$ cat src/hw/gdio_consts.svh
// Constants of the general digital I/O port: widths, reset values and timing
`ifndef GDIO_CONSTS_SVH
`define GDIO_CONSTS_SVH

// ==========================================================================
// Geometry
`define GDIO_PORT_WIDTH       8

// ==========================================================================
// Reset values
`define GDIO_LATCH_RESET      8'h00
`define GDIO_DIR_RESET        8'h00
`define GDIO_RDATA_RESET      8'h00

// ==========================================================================
// Timing
`define GDIO_CLK_PERIOD_NS    10
`define GDIO_SYNC_DELAY_PS    1000
`define GDIO_SYNC_CYCLES      ((`GDIO_SYNC_DELAY_PS + `GDIO_CLK_PERIOD_NS * 100 - 1) / (`GDIO_CLK_PERIOD_NS * 100))

`endif

$ cat src/hw/gdio_pkg.sv
// Types shared by the general digital I/O port
`default_nettype none

package gdio_pkg;

    // ======================================================================
    // Source of the registered read data
    typedef enum logic [1:0] {
        GDIO_SEL_NONE  = 2'b00,
        GDIO_SEL_LATCH = 2'b01,
        GDIO_SEL_DIR   = 2'b10,
        GDIO_SEL_PIN   = 2'b11
    } gdio_rd_sel_t;

endpackage : gdio_pkg

`default_nettype wire

$ cat src/hw/gdio_pin_sync.sv
// Pin input synchronizer: falling-edge capture stage, then rising-edge register
`timescale 1ns/100ps
`default_nettype none

module gdio_pin_sync #(
    parameter int WIDTH = 8
) (
    input  wire logic             clk,
    input  wire logic             nrst,
    input  wire logic [WIDTH-1:0] d,
    output logic      [WIDTH-1:0] q
);

    // ======================================================================
    // Stages
    logic [WIDTH-1:0] hold_reg;
    logic [WIDTH-1:0] hold_next;
    logic [WIDTH-1:0] q_reg;
    logic [WIDTH-1:0] q_next;

    // Capture stage stands in for a latch open while the clock is high:
    // it freezes the pin on the falling edge, read only by the next stage
    always_comb begin
        hold_next = d;
        q_next    = hold_reg;
    end

    always_ff @(negedge clk or negedge nrst) begin
        if (!nrst) begin
            hold_reg <= '0;
        end else begin
            hold_reg <= hold_next;
        end
    end

    always_ff @(posedge clk or negedge nrst) begin
        if (!nrst) begin
            q_reg <= '0;
        end else begin
            q_reg <= q_next;
        end
    end

    assign q = q_reg;

endmodule : gdio_pin_sync

`default_nettype wire

$ cat src/hw/gdio_port.sv
// General digital I/O port: latch, direction and input registers with pin control
`timescale 1ns/100ps
`default_nettype none
`include "gdio_consts.svh"

module gdio_port
    import gdio_pkg::*;
#(
    parameter int WIDTH = `GDIO_PORT_WIDTH
) (
    input  wire logic             CLK,
    input  wire logic             NRST,
    input  wire logic [WIDTH-1:0] WDATA,
    input  wire logic [WIDTH-1:0] BIT_MASK,
    input  wire logic             LATCH_WRITE_STROBE,
    input  wire logic             DIRECTION_WRITE_STROBE,
    input  wire logic             TOGGLE_WRITE_STROBE,
    input  wire logic             LATCH_READ_STROBE,
    input  wire logic             DIRECTION_READ_STROBE,
    input  wire logic             PIN_READ_STROBE,
    output logic      [WIDTH-1:0] RDATA,
    input  wire logic             GLOBAL_PULLUP_DISABLE,
    input  wire logic [WIDTH-1:0] ALT_OVERRIDE_EN,
    input  wire logic [WIDTH-1:0] ALT_OUT_EN,
    input  wire logic [WIDTH-1:0] ALT_OUT_VAL,
    input  wire logic [WIDTH-1:0] PIN_IN,
    output logic      [WIDTH-1:0] PIN_OUT,
    output logic      [WIDTH-1:0] PIN_OE,
    output logic      [WIDTH-1:0] PIN_PULLUP
);

    // ======================================================================
    // Register state
    logic [WIDTH-1:0] port_output_latch_reg;
    logic [WIDTH-1:0] port_output_latch_next;
    logic [WIDTH-1:0] port_direction_reg;
    logic [WIDTH-1:0] port_direction_next;
    logic [WIDTH-1:0] rdata_reg;
    logic [WIDTH-1:0] rdata_next;
    logic [WIDTH-1:0] port_pin_input;
    gdio_rd_sel_t     rd_sel;

    // ======================================================================
    // Input synchronizer
    gdio_pin_sync #(
        .WIDTH (WIDTH)
    ) u_sync (
        .clk  (CLK),
        .nrst (NRST),
        .d    (PIN_IN),
        .q    (port_pin_input)
    );

    // ======================================================================
    // Register writes; the mask lets bit set/clear touch one pin only
    always_comb begin
        port_output_latch_next = port_output_latch_reg;
        port_direction_next    = port_direction_reg;
        if (LATCH_WRITE_STROBE) begin
            port_output_latch_next = (port_output_latch_reg & ~BIT_MASK) | (WDATA & BIT_MASK);
        end
        if (DIRECTION_WRITE_STROBE) begin
            port_direction_next = (port_direction_reg & ~BIT_MASK) | (WDATA & BIT_MASK);
        end
        if (TOGGLE_WRITE_STROBE) begin
            port_output_latch_next = port_output_latch_next ^ (WDATA & BIT_MASK);
        end
    end

    // ======================================================================
    // Registered read data; one read strobe is expected at a time
    always_comb begin
        if (LATCH_READ_STROBE) begin
            rd_sel = GDIO_SEL_LATCH;
        end else if (DIRECTION_READ_STROBE) begin
            rd_sel = GDIO_SEL_DIR;
        end else if (PIN_READ_STROBE) begin
            rd_sel = GDIO_SEL_PIN;
        end else begin
            rd_sel = GDIO_SEL_NONE;
        end
        case (rd_sel)
            GDIO_SEL_LATCH: rdata_next = port_output_latch_reg;
            GDIO_SEL_DIR:   rdata_next = port_direction_reg;
            GDIO_SEL_PIN:   rdata_next = port_pin_input;
            default:        rdata_next = rdata_reg;
        endcase
    end

    // Asynchronous reset clears direction, so pins float with no clock unless ALT_OVERRIDE_EN and ALT_OUT_EN drive them
    always_ff @(posedge CLK or negedge NRST) begin
        if (!NRST) begin
            port_output_latch_reg <= WIDTH'(`GDIO_LATCH_RESET);
            port_direction_reg    <= WIDTH'(`GDIO_DIR_RESET);
            rdata_reg             <= WIDTH'(`GDIO_RDATA_RESET);
        end else begin
            port_output_latch_reg <= port_output_latch_next;
            port_direction_reg    <= port_direction_next;
            rdata_reg             <= rdata_next;
        end
    end

    // ======================================================================
    // Pin control; overrides act per pin, leaving the rest plain I/O
    logic [WIDTH-1:0] eff_dir;
    logic [WIDTH-1:0] eff_val;

    assign eff_dir    = (ALT_OVERRIDE_EN & ALT_OUT_EN) | (~ALT_OVERRIDE_EN & port_direction_reg);
    assign eff_val    = (ALT_OVERRIDE_EN & ALT_OUT_VAL) | (~ALT_OVERRIDE_EN & port_output_latch_reg);
    assign PIN_OE     = eff_dir;
    assign PIN_OUT    = eff_val;
    assign PIN_PULLUP = ~eff_dir & port_output_latch_reg & {WIDTH{~GLOBAL_PULLUP_DISABLE}};
    assign RDATA      = rdata_reg;
endmodule : gdio_port

`default_nettype wire

$ cat config.mk
export PLATFORM = sky130hd
export DESIGN_NAME = gdio_port
export DESIGN_NICKNAME = d
export VERILOG_FILES = /design/src/hw/gdio_pkg.sv /design/src/hw/gdio_pin_sync.sv /design/src/hw/gdio_port.sv
export VERILOG_INCLUDE_DIRS = /design/src /design/src/hw
export SDC_FILE = /design/constraint.sdc
export NUM_CORES = 1
export LEC_CHECK = 0
export CAP_MARGIN = 30
export CORE_MARGIN = 2
export CORE_UTILIZATION = 56
export DETAILED_ROUTE_END_ITERATION = 7
export DONT_BUFFER_PORTS = 1
export GPL_ROUTABILITY_DRIVEN = 1
export HOLD_SLACK_MARGIN = 0.03
export PLACE_DENSITY = 0.73
export SYNTH_ARGS = -nofsm -noshare
export SYNTH_HDL_FRONTEND = slang
export SYNTH_HIERARCHICAL = 1
export SYNTH_SLANG_ARGS = --single-unit
$ cat constraint.sdc
create_clock -name CLK -period 1.03 [get_ports CLK]
set_clock_uncertainty 0.15 [all_clocks]
set_input_delay 0.103 -clock CLK [delete_from_list [all_inputs] [get_ports CLK]]
set_output_delay 0.103 -clock CLK [all_outputs]
set_load 0.05 [all_outputs]
==> results of run 1 <==
[cells by family after synthesis]
group / count (synthesis)
buffers and inverters: 15
DFF: 40
muxes: 19
and+or+nand+nor: 44
AOI/OAI and AO/OA: 54
[timing repair]
item / 4_1_cts
endpoints found under the hold margin: 62
hold buffers: 19
setup endpoints to repair: 59
resized for setup: 52
setup buffers: 13
pin swaps: 18
[through the flow]
stage | TNS [ps] | setup slack [ps]
4_1_cts | -18770 | -663.9
3_5_place_dp | -5045 | -293.3
3_3_place_gp | -4090 | -264.8
2_1_floorplan | -4481 | -480.1
==> out/metrics.cfg, run 1 <==
[status]
outcome = stopped before the end
stop_stage = 5_1_grt
error_line = [ERROR DPL-0038] Utilization greater than 100%, impossible to legalize

[synthesis]
synth_edf_count = 0
synth_most_common_cell = dfrtp_1
synth_ff_type = dfrtp_1
syn_inst = 172
synth_adder_area_share_pct = 0
ys_top_cells_by_area = dfrtp_1 43%, mux2_2 11%, dfrtn_1 11%
yosys_warnings = 6
synth-async-reset-ratio_pct = 100.0
netlist.area_leader.share_pct = 42.58
netlist_area_um2 = 1881
synth-xor-area-share_pct = 0
ys_seq_elements = 40
synth_compound_area_share_pct = 17.76
yosysSeqAreaShare_pct = 53.23
ys_types = 25
synth_area_per_cell_um2 = 10.93
synthSimpleGateAreaFrac_pct = 13.91
muxShareOfSynthArea_pct = 11.38
yosys-top-cells-count = 32 x dfrtp_1, 19 x mux2_2, 16 x nand2_1, 16 x o22ai_1, 13 x a21oi_1
synthesis.nets = 229
synth_area_leader_cell = dfrtp_1
synth_top_family_by_area = compound AO/OA/AOI/OAI gates

[floorplanning]
top_level_ports = 89
die_w_um = 61.95
start_util_pct = 57.26
chipHeight_um = 61.95
num_rows = 21

[clock_tree]
cts.sinks = 40
cts_max_level = 2
cts_made_buffers = 5
cts-root-buf = clkbuf_4
clock_path_buffers = 2

[place]
io_buffers = 0
place_hpwl_um = 3887
place_inst = 255
gp_congestion = 0.7925
dpl_cell_area_um2 = 2501

[timing]
worst_endpoint_kind = output port
grt_repair_worst_endpoint = PIN_PULLUP[5]

[global_route]
grt_max_degree = 41

==> run 2, diff against run 1 <==
--- a/config.mk
+++ b/config.mk
@@ -8,12 +8,11 @@
 export LEC_CHECK = 0
 export CAP_MARGIN = 30
 export CORE_MARGIN = 2
-export CORE_UTILIZATION = 56
+export CORE_UTILIZATION = 40
 export DETAILED_ROUTE_END_ITERATION = 7
 export DONT_BUFFER_PORTS = 1
 export GPL_ROUTABILITY_DRIVEN = 1
-export HOLD_SLACK_MARGIN = 0.03
-export PLACE_DENSITY = 0.73
+export PLACE_DENSITY_LB_ADDON = 0.15
 export SYNTH_ARGS = -nofsm -noshare
 export SYNTH_HDL_FRONTEND = slang
 export SYNTH_HIERARCHICAL = 1
==> constraint.sdc (replaced) <==
create_clock -name CLK -period 1.34 [get_ports CLK]
set_clock_uncertainty 0.15 [all_clocks]
set_input_delay 0.134 -clock CLK [delete_from_list [all_inputs] [get_ports CLK]]
set_output_delay 0.134 -clock CLK [all_outputs]
set_load 0.05 [all_outputs]
==> run 2 against run 1 <==
  * The flow now finishes, with violations (setup timing)
  * Synthesized cell count is the same
  * Synthesized area is the same
==> out/metrics.cfg, run 2 <==
[synthesis]
synthesis.nets = 229  ; unchanged
netlist.area_leader.share_pct = 42.58  ; unchanged
synth_top_family_by_area = compound AO/OA/AOI/OAI gates
synth_most_common_cell = dfrtp_1
ys_types = 25  ; unchanged
yosys_warnings = 6  ; unchanged
synth_ff_type = dfrtp_1
ys_seq_elements = 40  ; unchanged
synth-async-reset-ratio_pct = 100.0  ; unchanged
yosys-top-cells-count = 32 x dfrtp_1, 19 x mux2_2, 16 x nand2_1, 16 x o22ai_1, 13 x a21oi_1
synth_edf_count = 0  ; unchanged
muxShareOfSynthArea_pct = 11.38  ; unchanged
synth_compound_area_share_pct = 17.76  ; unchanged
synth_area_per_cell_um2 = 10.93  ; unchanged
synth_adder_area_share_pct = 0  ; unchanged
netlist_area_um2 = 1881  ; unchanged
ys_top_cells_by_area = dfrtp_1 43%, mux2_2 11%, dfrtn_1 11%
synth_area_leader_cell = dfrtp_1
syn_inst = 172  ; unchanged
yosysSeqAreaShare_pct = 53.23  ; unchanged
synth-xor-area-share_pct = 0  ; unchanged
synthSimpleGateAreaFrac_pct = 13.91  ; unchanged

[cells_and_area]
fin_nets = 300
fin_cells = 296
mostFrequentLayoutCells = 31 x buf_4, 27 x dfrtp_1, 19 x dlygate4sd3_1, 16 x nand2_1, 16 x mux2_4
final_common_cell = buf_4
drive_gt1_share_pct = 38.11
fin_util_pct = 65.93
diodes = 0
area_growth_pct = 55.82

[clock_tree]
cts-root-buf = clkbuf_8
cts_max_level = 2  ; unchanged
cts_made_buffers = 5  ; unchanged
cts_tree = built
cts.sinks = 40  ; unchanged
clock_path_buffers = 2  ; unchanged
cts.reportedPaths.clkPinSlew_ps = 80
clock_latency_ps = 290

[routing]
drt_first_pass_iters = 4
num_vias = 1711
antenna_left = 0
via_per_inst = 5.780
drc = 0
wl_um = 5904
avgRoutedWirePerCell_um = 19.95
drtIter0Drc = 103

[critical_path]
crit_arrival_ps = 1380
cp_cell_sequence = mux2_4, nor3b_4, buf_12
cp-start-kind = flop
slowest_delay_ps = 400
cp-end-kind = primary output
crit_fanout = 2
setup.worst_path.class = reg -> out
rrSetupSlack_ps = 50
cp-endpoint = PIN_PULLUP[4]
r2r_start = port_output_latch_reg[4]
r2r_cells = 4
required_ps = 1060
reg2reg_to = port_output_latch_reg[4]
critical-path-slowest-cell = dfrtp_1

[status]
outcome = finished, violations left
violations = setup timing

[floorplanning]
start_util_pct = 42.31  ; -15 points
core_um2 = 4444
die_w_um = 72.57  ; +17%
chipHeight_um = 72.57  ; +17%
top_level_ports = 89  ; unchanged
dieArea_um2 = 5266
num_rows = 24  ; +14%

[global_route]
grt_pass1_wl_um = 9101
globalRouteTotalUtil_pct = 23.10
antenna_found_initial = 0
grt_max_degree = 41
grt-busiest-layer = met2
use_met2_pct = 41.62
use_met1_pct = 28.52
grt_pass1_vias = 1838
met3_usage_pct = 3.333
grt.overflow.total = 0

[timing]
finalSetupTns_ps = -3392
grt_setup_unrepaired = yes
final-hold-violation-count = 0
worst_pin_slew_ps = 515.5
setup_slack_ps = -324.6
setup_viol_count_final = 23
worst_hold_slack_ps = 34.72
max_slew_margin_pct = 65.51
max_freq_mhz = 600.8
fin_crit_ps = 1665
finalCritPeriodShare_pct = 124.2
drv_slew = 0

[place]
gp_congestion = 0.6987  ; -12%
pre_cts_ws_ps = -18.23  ; +275.1 ps
io_buffers = 0  ; unchanged
place_inst = 249  ; -2.4%
place_hpwl_um = 3771  ; -3.0%

[hold_path]
hold_class = in -> reg

[pwr]
power.density_nw_per_um2 = 1368
p_leak_uw = 0.001311
irDropWorstVdd_mv = 0.9805

[flow_run]
timing.max_cap.violations = 0

## run 2: cell counts after synthesis
Identical to the previous run, type by type.
## run 2: per-stage QoR
step / total power [µW] / cell area [µm²]
global placement: 2690 / 2366
floorplan: 2387 / 2001
finish: 4010 / 2930
CTS: 3975 / 2884
detailed placement: 2730 / 2366
global route: 4172 / 2930
## run 2: critical path: cells and delay by family (launching register included)
| kind | cells | cell delay (ps) |
|---|---|---|
| muxes | 1 | 290 |
| DFF | 1 | 400 |
| and+or+nand+nor | 1 | 220 |
| buffers and inverters | 1 | 170 |
## run 2: routing by layer
| metal | vias to the layer above | share of wire (%) |
|---|---|---|
| met5 | - | 0 |
| met4 | 0 | 1.2 |
| met3 | 7 | 6.6 |
| met2 | 91 | 53 |
| met1 | 828 | 40 |
| li1 | 785 | - |
## run 2: worst min-delay path by stage
stage | from | endpoint | slack, ps | depth (start not counted)
2_1_floorplan | NRST | RDATA[0] | -310 | 0
3_3_place_gp | NRST | u_sync/q[3] | -310 | 0
3_5_place_dp | NRST | RDATA[3] | -310 | 0
4_1_cts | LATCH_WRITE_STROBE | port_output_latch_reg[1] | 10 | 3
5_1_grt | LATCH_WRITE_STROBE | port_output_latch_reg[1] | 30 | 3
6_report | LATCH_WRITE_STROBE | port_output_latch_reg[1] | 30 | 3
## run 2: timing repair
action	4_1_cts	5_1_grt
pin swaps	8	1
setup buffers	15	3
hold endpoints to repair	56	0
setup endpoints to repair	24	28
gates resized for setup	24	6
hold buffers	21	0
## run 2: kinds of logic (layout without fill, tap and decap cells)
| family | count (synthesis) | count (layout) |
|---|---|---|
| AO/OA/AOI/OAI | 54 | 54 |
| buffers and inverters | 15 | 87 |
| flip-flops | 40 | 40 |
| multiplexers | 19 | 19 |
| AND/OR/NAND/NOR | 44 | 44 |
## run 2: power by group
part           switching (µW)  internal (µW)  leakage, µW
Sequential               99.7           1370     0.000468
Clock                     409            553    0.0000552
Combinational             879            705     0.000788
## run 2: cell type report
type / instances / area [µm²]
Fill cell: 345 / 1514
Timing Repair Buffer: 71 / 750.7
Tap cell: 52 / 65.06
Clock inverter: 2 / 35.03
Inverter: 8 / 30.03
Sequential cell: 40 / 1007
Clock buffer: 6 / 72.57
Multi-Input combinational cell: 117 / 969.7
No activity file was read; power rests on OpenSTA's default activity.
==> run 3, diff against run 2 <==
--- a/config.mk
+++ b/config.mk
@@ -12,6 +12,7 @@
 export DETAILED_ROUTE_END_ITERATION = 7
 export DONT_BUFFER_PORTS = 1
 export GPL_ROUTABILITY_DRIVEN = 1
+export HOLD_SLACK_MARGIN = 0.15
 export PLACE_DENSITY_LB_ADDON = 0.15
 export SYNTH_ARGS = -nofsm -noshare
 export SYNTH_HDL_FRONTEND = slang
==> constraint.sdc (replaced) <==
create_clock -name CLK -period 1.4 [get_ports CLK]
set_clock_uncertainty 0.15 [all_clocks]
set_input_delay 0.14 -clock CLK [delete_from_list [all_inputs] [get_ports CLK]]
set_output_delay 0.14 -clock CLK [all_outputs]
set_load 0.05 [all_outputs]
==> run 3 against run 2 <==
  * The run ends with hold timing, setup timing left
  * Register-to-register slack better by 40 ps
  * Combinational power is 6% lower
  * First-iteration DRC count is 17% lower
  * Non-clock buffer count is 2 higher
  * Critical endpoint is now PIN_PULLUP[3]
  * Largest power group unchanged
  * Highest routed layer unchanged
==> out/metrics.cfg, run 3 (synthesized netlist as in run 2, its figures left out) <==
[floorplanning]
chipHeight_um = 72.57  ; unchanged
die_w_um = 72.57  ; unchanged
top_level_ports = 89  ; unchanged
start_util_pct = 42.31  ; unchanged
core_um2 = 4444  ; unchanged
num_rows = 24  ; unchanged
dieArea_um2 = 5266  ; unchanged

[timing]
final-hold-violation-count = 8  ; +8
worst_pin_slew_ps = 507.1  ; -8.409 ps
grt_setup_unrepaired = yes
drv_slew = 0  ; unchanged
setup_slack_ps = -244.6  ; +79.97 ps
worst_hold_slack_ps = -178.6  ; -213.3 ps
setup_viol_count_final = 16  ; -30%
fin_crit_ps = 1645
max_freq_mhz = 608.0
max_slew_margin_pct = 66.19  ; +0.69 points
finalCritPeriodShare_pct = 117.5

[routing]
drtIter0Drc = 86  ; -17%
drt_first_pass_iters = 4  ; unchanged
via_per_inst = 5.685  ; -1.7%
antenna_left = 0  ; unchanged
wl_um = 5446  ; -7.8%
drc = 0  ; unchanged
avgRoutedWirePerCell_um = 18.28  ; -8.4%
num_vias = 1694  ; -0.99%

[critical_path]
cp-end-kind = primary output
slowest_delay_ps = 400  ; about the same
cp_cell_sequence = mux2_4, nor3b_4, buf_12
rrSetupSlack_ps = 90  ; +40 ps
r2r_cells = 0  ; -4
cp-start-kind = flop
reg2reg_to = u_sync/q[6]
crit_fanout = 2  ; unchanged
required_ps = 1110  ; +50 ps
critical-path-slowest-cell = dfrtp_1
r2r_start = u_sync/hold_reg[6]
setup.worst_path.class = reg -> out
crit_arrival_ps = 1350  ; -30 ps

[cells_and_area]
fin_util_pct = 65.88  ; about the same
mostFrequentLayoutCells = 32 x buf_4, 26 x dfrtp_1, 20 x dlygate4sd3_1
multi_input_area_um2 = 959.7  ; -1.0%
n_fill_cell = 339  ; -1.7%
drive_gt1_share_pct = 38.62  ; +0.50 points
regArea_um2 = 1008  ; +0.12%
diodes = 0  ; unchanged
final_common_cell = buf_4
post-route-cell-area_um2 = 2928  ; about the same
area_growth_pct = 55.69  ; about the same
fin_nets = 302  ; +0.67%

[flow_run]
timing.max_cap.violations = 0  ; unchanged

[clock_tree]
cts.reportedPaths.clkPinSlew_ps = 80  ; about the same
cts.sinks = 40  ; unchanged
cts_made_buffers = 5  ; unchanged
cts-root-buf = clkbuf_8
cts_max_level = 2  ; unchanged
cts_tree = built
clock_path_buffers = 2  ; unchanged
postCtsHoldBufs = 22  ; +4.8%
clock_latency_ps = 290  ; about the same

[place]
dpl_cell_area_um2 = 2344  ; -0.95%
place_hpwl_um = 3598  ; -4.6%
gp_congestion = 0.7508  ; +7.5%
io_buffers = 0  ; unchanged

[global_route]
grt_max_degree = 41  ; unchanged
grt_pass1_vias = 1732  ; -5.8%
grt.overflow.total = 0  ; unchanged
antenna_found_initial = 0  ; unchanged
globalRouteTotalUtil_pct = 21.05  ; -2.0 points
grt_pass1_wl_um = 8266  ; -9.2%

[hold_path]
hold_end = port_output_latch_reg[4]
hold_class = in -> reg
min_path_cells = 1  ; -2
worstHoldStart = LATCH_WRITE_STROBE

[status]
outcome = finished, violations left
violations = hold timing, setup timing

[pwr]
irDropWorstVdd_mv = 0.7926  ; -19%
power.density_nw_per_um2 = 1253  ; -8.4%
fin_total_pwr_uw = 3668  ; -8.5%
p_leak_uw = 0.001307  ; -0.30%

-- run 3: worst max-delay path by stage --
stage,start,endpoint,slack [ps]
2_1_floorplan,flop,PIN_PULLUP[2],-150
3_3_place_gp,flop,PIN_PULLUP[3],60
3_5_place_dp,flop,PIN_PULLUP[3],40
4_1_cts,flop,PIN_PULLUP[3],-240
5_1_grt,flop,PIN_PULLUP[2],-300
6_report,flop,PIN_PULLUP[3],-240
-- run 3: worst max-delay path, delay by kind of cell (launching register included) --
kind | cells | cell delay, ps
flops | 1 | 400
mux | 1 | 310
simple gates | 1 | 210
buf+inv | 1 | 160
-- run 3: area by class of cell --
type | instances | share of cell area [%]
clock buffer | 6 | 2.821
clock inverter | 2 | 0.3419
inverter | 8 | 1.154
multi-input combinational | 117 | 32.78
sequential | 40 | 34.44
tap | 52 | 2.222
timing repair buffer | 73 | 26.24
-- run 3: what timing repair did --
item,CTS,global route
resized for setup,23,7
buffers inserted,10,12
pin swaps,8,1
endpoints found under the setup margin,24,30
endpoints found under the hold margin,64,8
-- run 3: routing by layer --
| metal | GRT usage (%) | routed length, µm | share of wire (%) | vias to the layer above |
|---|---|---|---|---|
| met5 | 0 | 0 | 0 | - |
| met4 | 9.259 | 96 | 1.8 | 0 |
| met3 | 6.667 | 386 | 7.1 | 8 |
| met2 | 35.56 | 2865 | 53 | 72 |
| met1 | 24.48 | 2097 | 39 | 827 |
| li1 | - | - | - | 787 |
-- run 3: metrics by stage --
step                TNS (ps)  std cells  setup WS, ps
floorplan              -1164        172        -147.1
global placement           0        246         62.20
detailed placement         0        246         37.03
CTS                    -3435        286        -240.6
global route           -3043        298        -299.3
finish                 -2295        298        -244.6
-- run 3: where the power goes --
part	internal, µW	switching [µW]	leakage [µW]
registers	1310	101	0.000467
logic	673	816	0.000790
clock network	393	378	0.0000510
total	2370	1290	0.00131
==> run 4, diff against run 3 <==
--- a/config.mk
+++ b/config.mk
@@ -6,9 +6,11 @@
 export SDC_FILE = /design/constraint.sdc
 export NUM_CORES = 1
 export LEC_CHECK = 0
-export CAP_MARGIN = 30
+export CAP_MARGIN = 20
+export CELL_PAD_IN_SITES_DETAIL_PLACEMENT = 0
+export CELL_PAD_IN_SITES_GLOBAL_PLACEMENT = 2
 export CORE_MARGIN = 2
-export CORE_UTILIZATION = 40
+export CORE_UTILIZATION = 33
 export DETAILED_ROUTE_END_ITERATION = 7
 export DONT_BUFFER_PORTS = 1
 export GPL_ROUTABILITY_DRIVEN = 1
==> run 4 against run 3 <==
  * The run ends with setup timing left
  * Hold slack improved by 330 ps
  * Via count fell by 0.12%
  * Sequential power barely moved
  * Die area rose by 20%
  * Sequential cell count did not move
  * Count of clock-buffer cells in the layout did not move
  * Core utilization fell by 12 points
  * Largest power group unchanged
==> out/metrics.cfg, run 4 (synthesized netlist as in run 2, its figures left out) <==
[critical_path]
cp-start-kind = flop
critical-path-slowest-cell = dfrtp_1
cp_cell_sequence = mux2_4, nor3b_4, buf_12
slowest_delay_ps = 390  ; about the same
crit_fanout = 2  ; unchanged
setup.worst_path.class = reg -> out
required_ps = 1110  ; about the same
crit_arrival_ps = 1370  ; +20 ps
cp-end-kind = primary output

[cells_and_area]
post-route-cell-area_um2 = 2940  ; +0.43%
multi_input_area_um2 = 959.7  ; unchanged
final_common_cell = buf_4
regArea_um2 = 1011  ; +0.25%
drive_gt1_share_pct = 38.52  ; -0.093 points
fin_cells = 316  ; +6.0%
mostFrequentLayoutCells = 31 x buf_4, 24 x dfrtp_1, 20 x dlygate4sd3_1
fin_nets = 300  ; -0.66%
diodes = 0  ; unchanged
n_fill_cell = 474  ; +40%
area_growth_pct = 56.35

[place]
io_buffers = 0  ; unchanged
place_inst = 269  ; +9.3%
dpl_cell_area_um2 = 2391  ; +2.0%
gp_congestion = 0.7519  ; +0.15%
place_hpwl_um = 3982  ; +11%

[routing]
avgRoutedWirePerCell_um = 17.91  ; -2.0%
via_per_inst = 5.354  ; -5.8%
drt_first_pass_iters = 4  ; unchanged
drtIter0Drc = 84  ; -2.3%
drc = 0  ; unchanged
num_vias = 1692  ; -0.12%
wl_um = 5658  ; +3.9%
antenna_left = 0  ; unchanged

[floorplanning]
dieArea_um2 = 6319  ; +20%
chipHeight_um = 79.49  ; +9.5%
core_um2 = 5507  ; +24%
top_level_ports = 89  ; unchanged
start_util_pct = 34.15  ; -8.2 points
die_w_um = 79.49  ; +9.5%
num_rows = 27  ; +13%

[pwr]
fin_total_pwr_uw = 3712  ; +1.2%
switching_share_pct = 36.35  ; +1.1 points
irDropWorstVdd_mv = 0.7530  ; -5.0%
power.density_nw_per_um2 = 1262  ; +0.75%
p_leak_uw = 0.001292  ; -1.2%
seq_power_share_pct = 38.3  ; about the same
intPower_uw = 2363  ; -0.46%
p_comb_share_pct = 39.8  ; -0.8 points
p_clk_share_pct = 21.9  ; +0.9 points
switchingPower_uw = 1349  ; +4.2%

[global_route]
grt_max_degree = 41  ; unchanged
antenna_found_initial = 0  ; unchanged
grt_pass1_wl_um = 8769  ; +6.1%
grt_pass1_vias = 1758  ; +1.5%
grt.overflow.total = 0  ; unchanged
globalRouteTotalUtil_pct = 18.32  ; -2.7 points

[timing]
grt_setup_unrepaired = yes
max_freq_mhz = 601.1  ; -1.1%
worst_pin_slew_ps = 527.9  ; +20.84 ps
finalSetupTns_ps = -2259  ; +35.48 ps
worst_hold_slack_ps = 152.5  ; +331.1 ps
fin_crit_ps = 1664  ; +18.96 ps
drv_slew = 0  ; unchanged
final-hold-violation-count = 0  ; -8
setup_slack_ps = -263.6  ; -18.96 ps
max_slew_margin_pct = 64.81  ; -1.4 points
finalCritPeriodShare_pct = 118.8  ; +1.4 points
setup_viol_count_final = 18  ; +2

[clock_tree]
clock_latency_ps = 290  ; about the same
cts-root-buf = clkbuf_8
cts.reportedPaths.clkPinSlew_ps = 80  ; about the same
clock_path_buffers = 2  ; unchanged
cts_made_buffers = 5  ; unchanged
cts.sinks = 40  ; unchanged
cts_max_level = 2  ; unchanged
cts_tree = built

[flow_run]
timing.max_cap.violations = 0  ; unchanged

[hold_path]
hold_class = in -> async

[status]
violations = setup timing
outcome = finished, violations left

==> run 4: cell count changes in the layout (fill, tap and decap cells not counted) <==
| cell | before | now |
|---|---|---|
| clkinvlp_4 | 1 | 3 |
| buf_8 | 3 | 0 |
| buf_12 | 9 | 10 |
| dfrtp_1 | 26 | 24 |
| buf_4 | 32 | 31 |
| clkinv_2 | 2 | 0 |
| dfrtp_2 | 6 | 8 |
| dlymetal6s4s_1 | 1 | 2 |
==> run 4: cell type report <==
cell class / instances / share of cell area (%)
Clock buffer: 6 / 2.809
Clock inverter: 2 / 0.5106
Inverter: 8 / 1.149
Multi-Input combinational cell: 117 / 32.64
Sequential cell: 40 / 34.38
Tap cell: 72 / 3.064
Timing Repair Buffer: 71 / 25.45
==> run 4: stage by stage <==
step                      worst slack [ps]  utilization [%]
final                               -263.6            53.40
after floorplan                     -147.1                -
after global placement               61.87            43.42
after global routing                -316.4            53.40
after detailed placement             42.25            43.42
after CTS                           -264.7            52.33
==> run 4: metal layers <==
layer / vias to the layer above / track usage [%] / wire, µm
met2: 67 / 30.34 / 2806
met4: 0 / 6.897 / 86
met1: 833 / 23.47 / 2396
li1: 782 / - / -
met3: 10 / 3.846 / 369
met5: - / 0 / 0
==> run 4: timing repair <==
action / CTS / global route
setup endpoints to repair: 24 / 32
hold buffers: 23 / 0
resized for setup: 22 / 5
pin swaps: 8 / 0
buffers inserted: 12 / 4
endpoints found under the hold margin: 64 / 0
==> run 4: worst max-delay path: cells and delay by family (launching register included) <==
kind | cells | cell delay (ps)
multiplexers | 1 | 300
buffers and inverters | 1 | 170
flip-flops | 1 | 390
AND/OR/NAND/NOR | 1 | 230
==> run 4: worst paths after layout <==
path	endpoint	slack, ps	cells after the start	from
max	PIN_PULLUP[4]	-260	3	flop
min reg2reg	RDATA[1]	400	2	u_sync/q[1]
min	asynchronous set/reset pin	150	2	NRST
min in group CLK	RDATA[1]	180	3	PIN_READ_STROBE
max reg2reg	port_output_latch_reg[4]	80	4	port_output_latch_reg[4]
max in group asynchronous	u_sync/hold_reg[0]	130	2	NRST
==> run 4: power by group through the flow <==
stage	registers [µW]	logic, µW	clock network [µW]
5_1_grt	1440	1550	885
2_1_floorplan	1570	719	0
3_3_place_gp	1460	1140	0
6_report	1420	1480	812
3_5_place_dp	1470	1160	0
4_1_cts	1420	1440	839
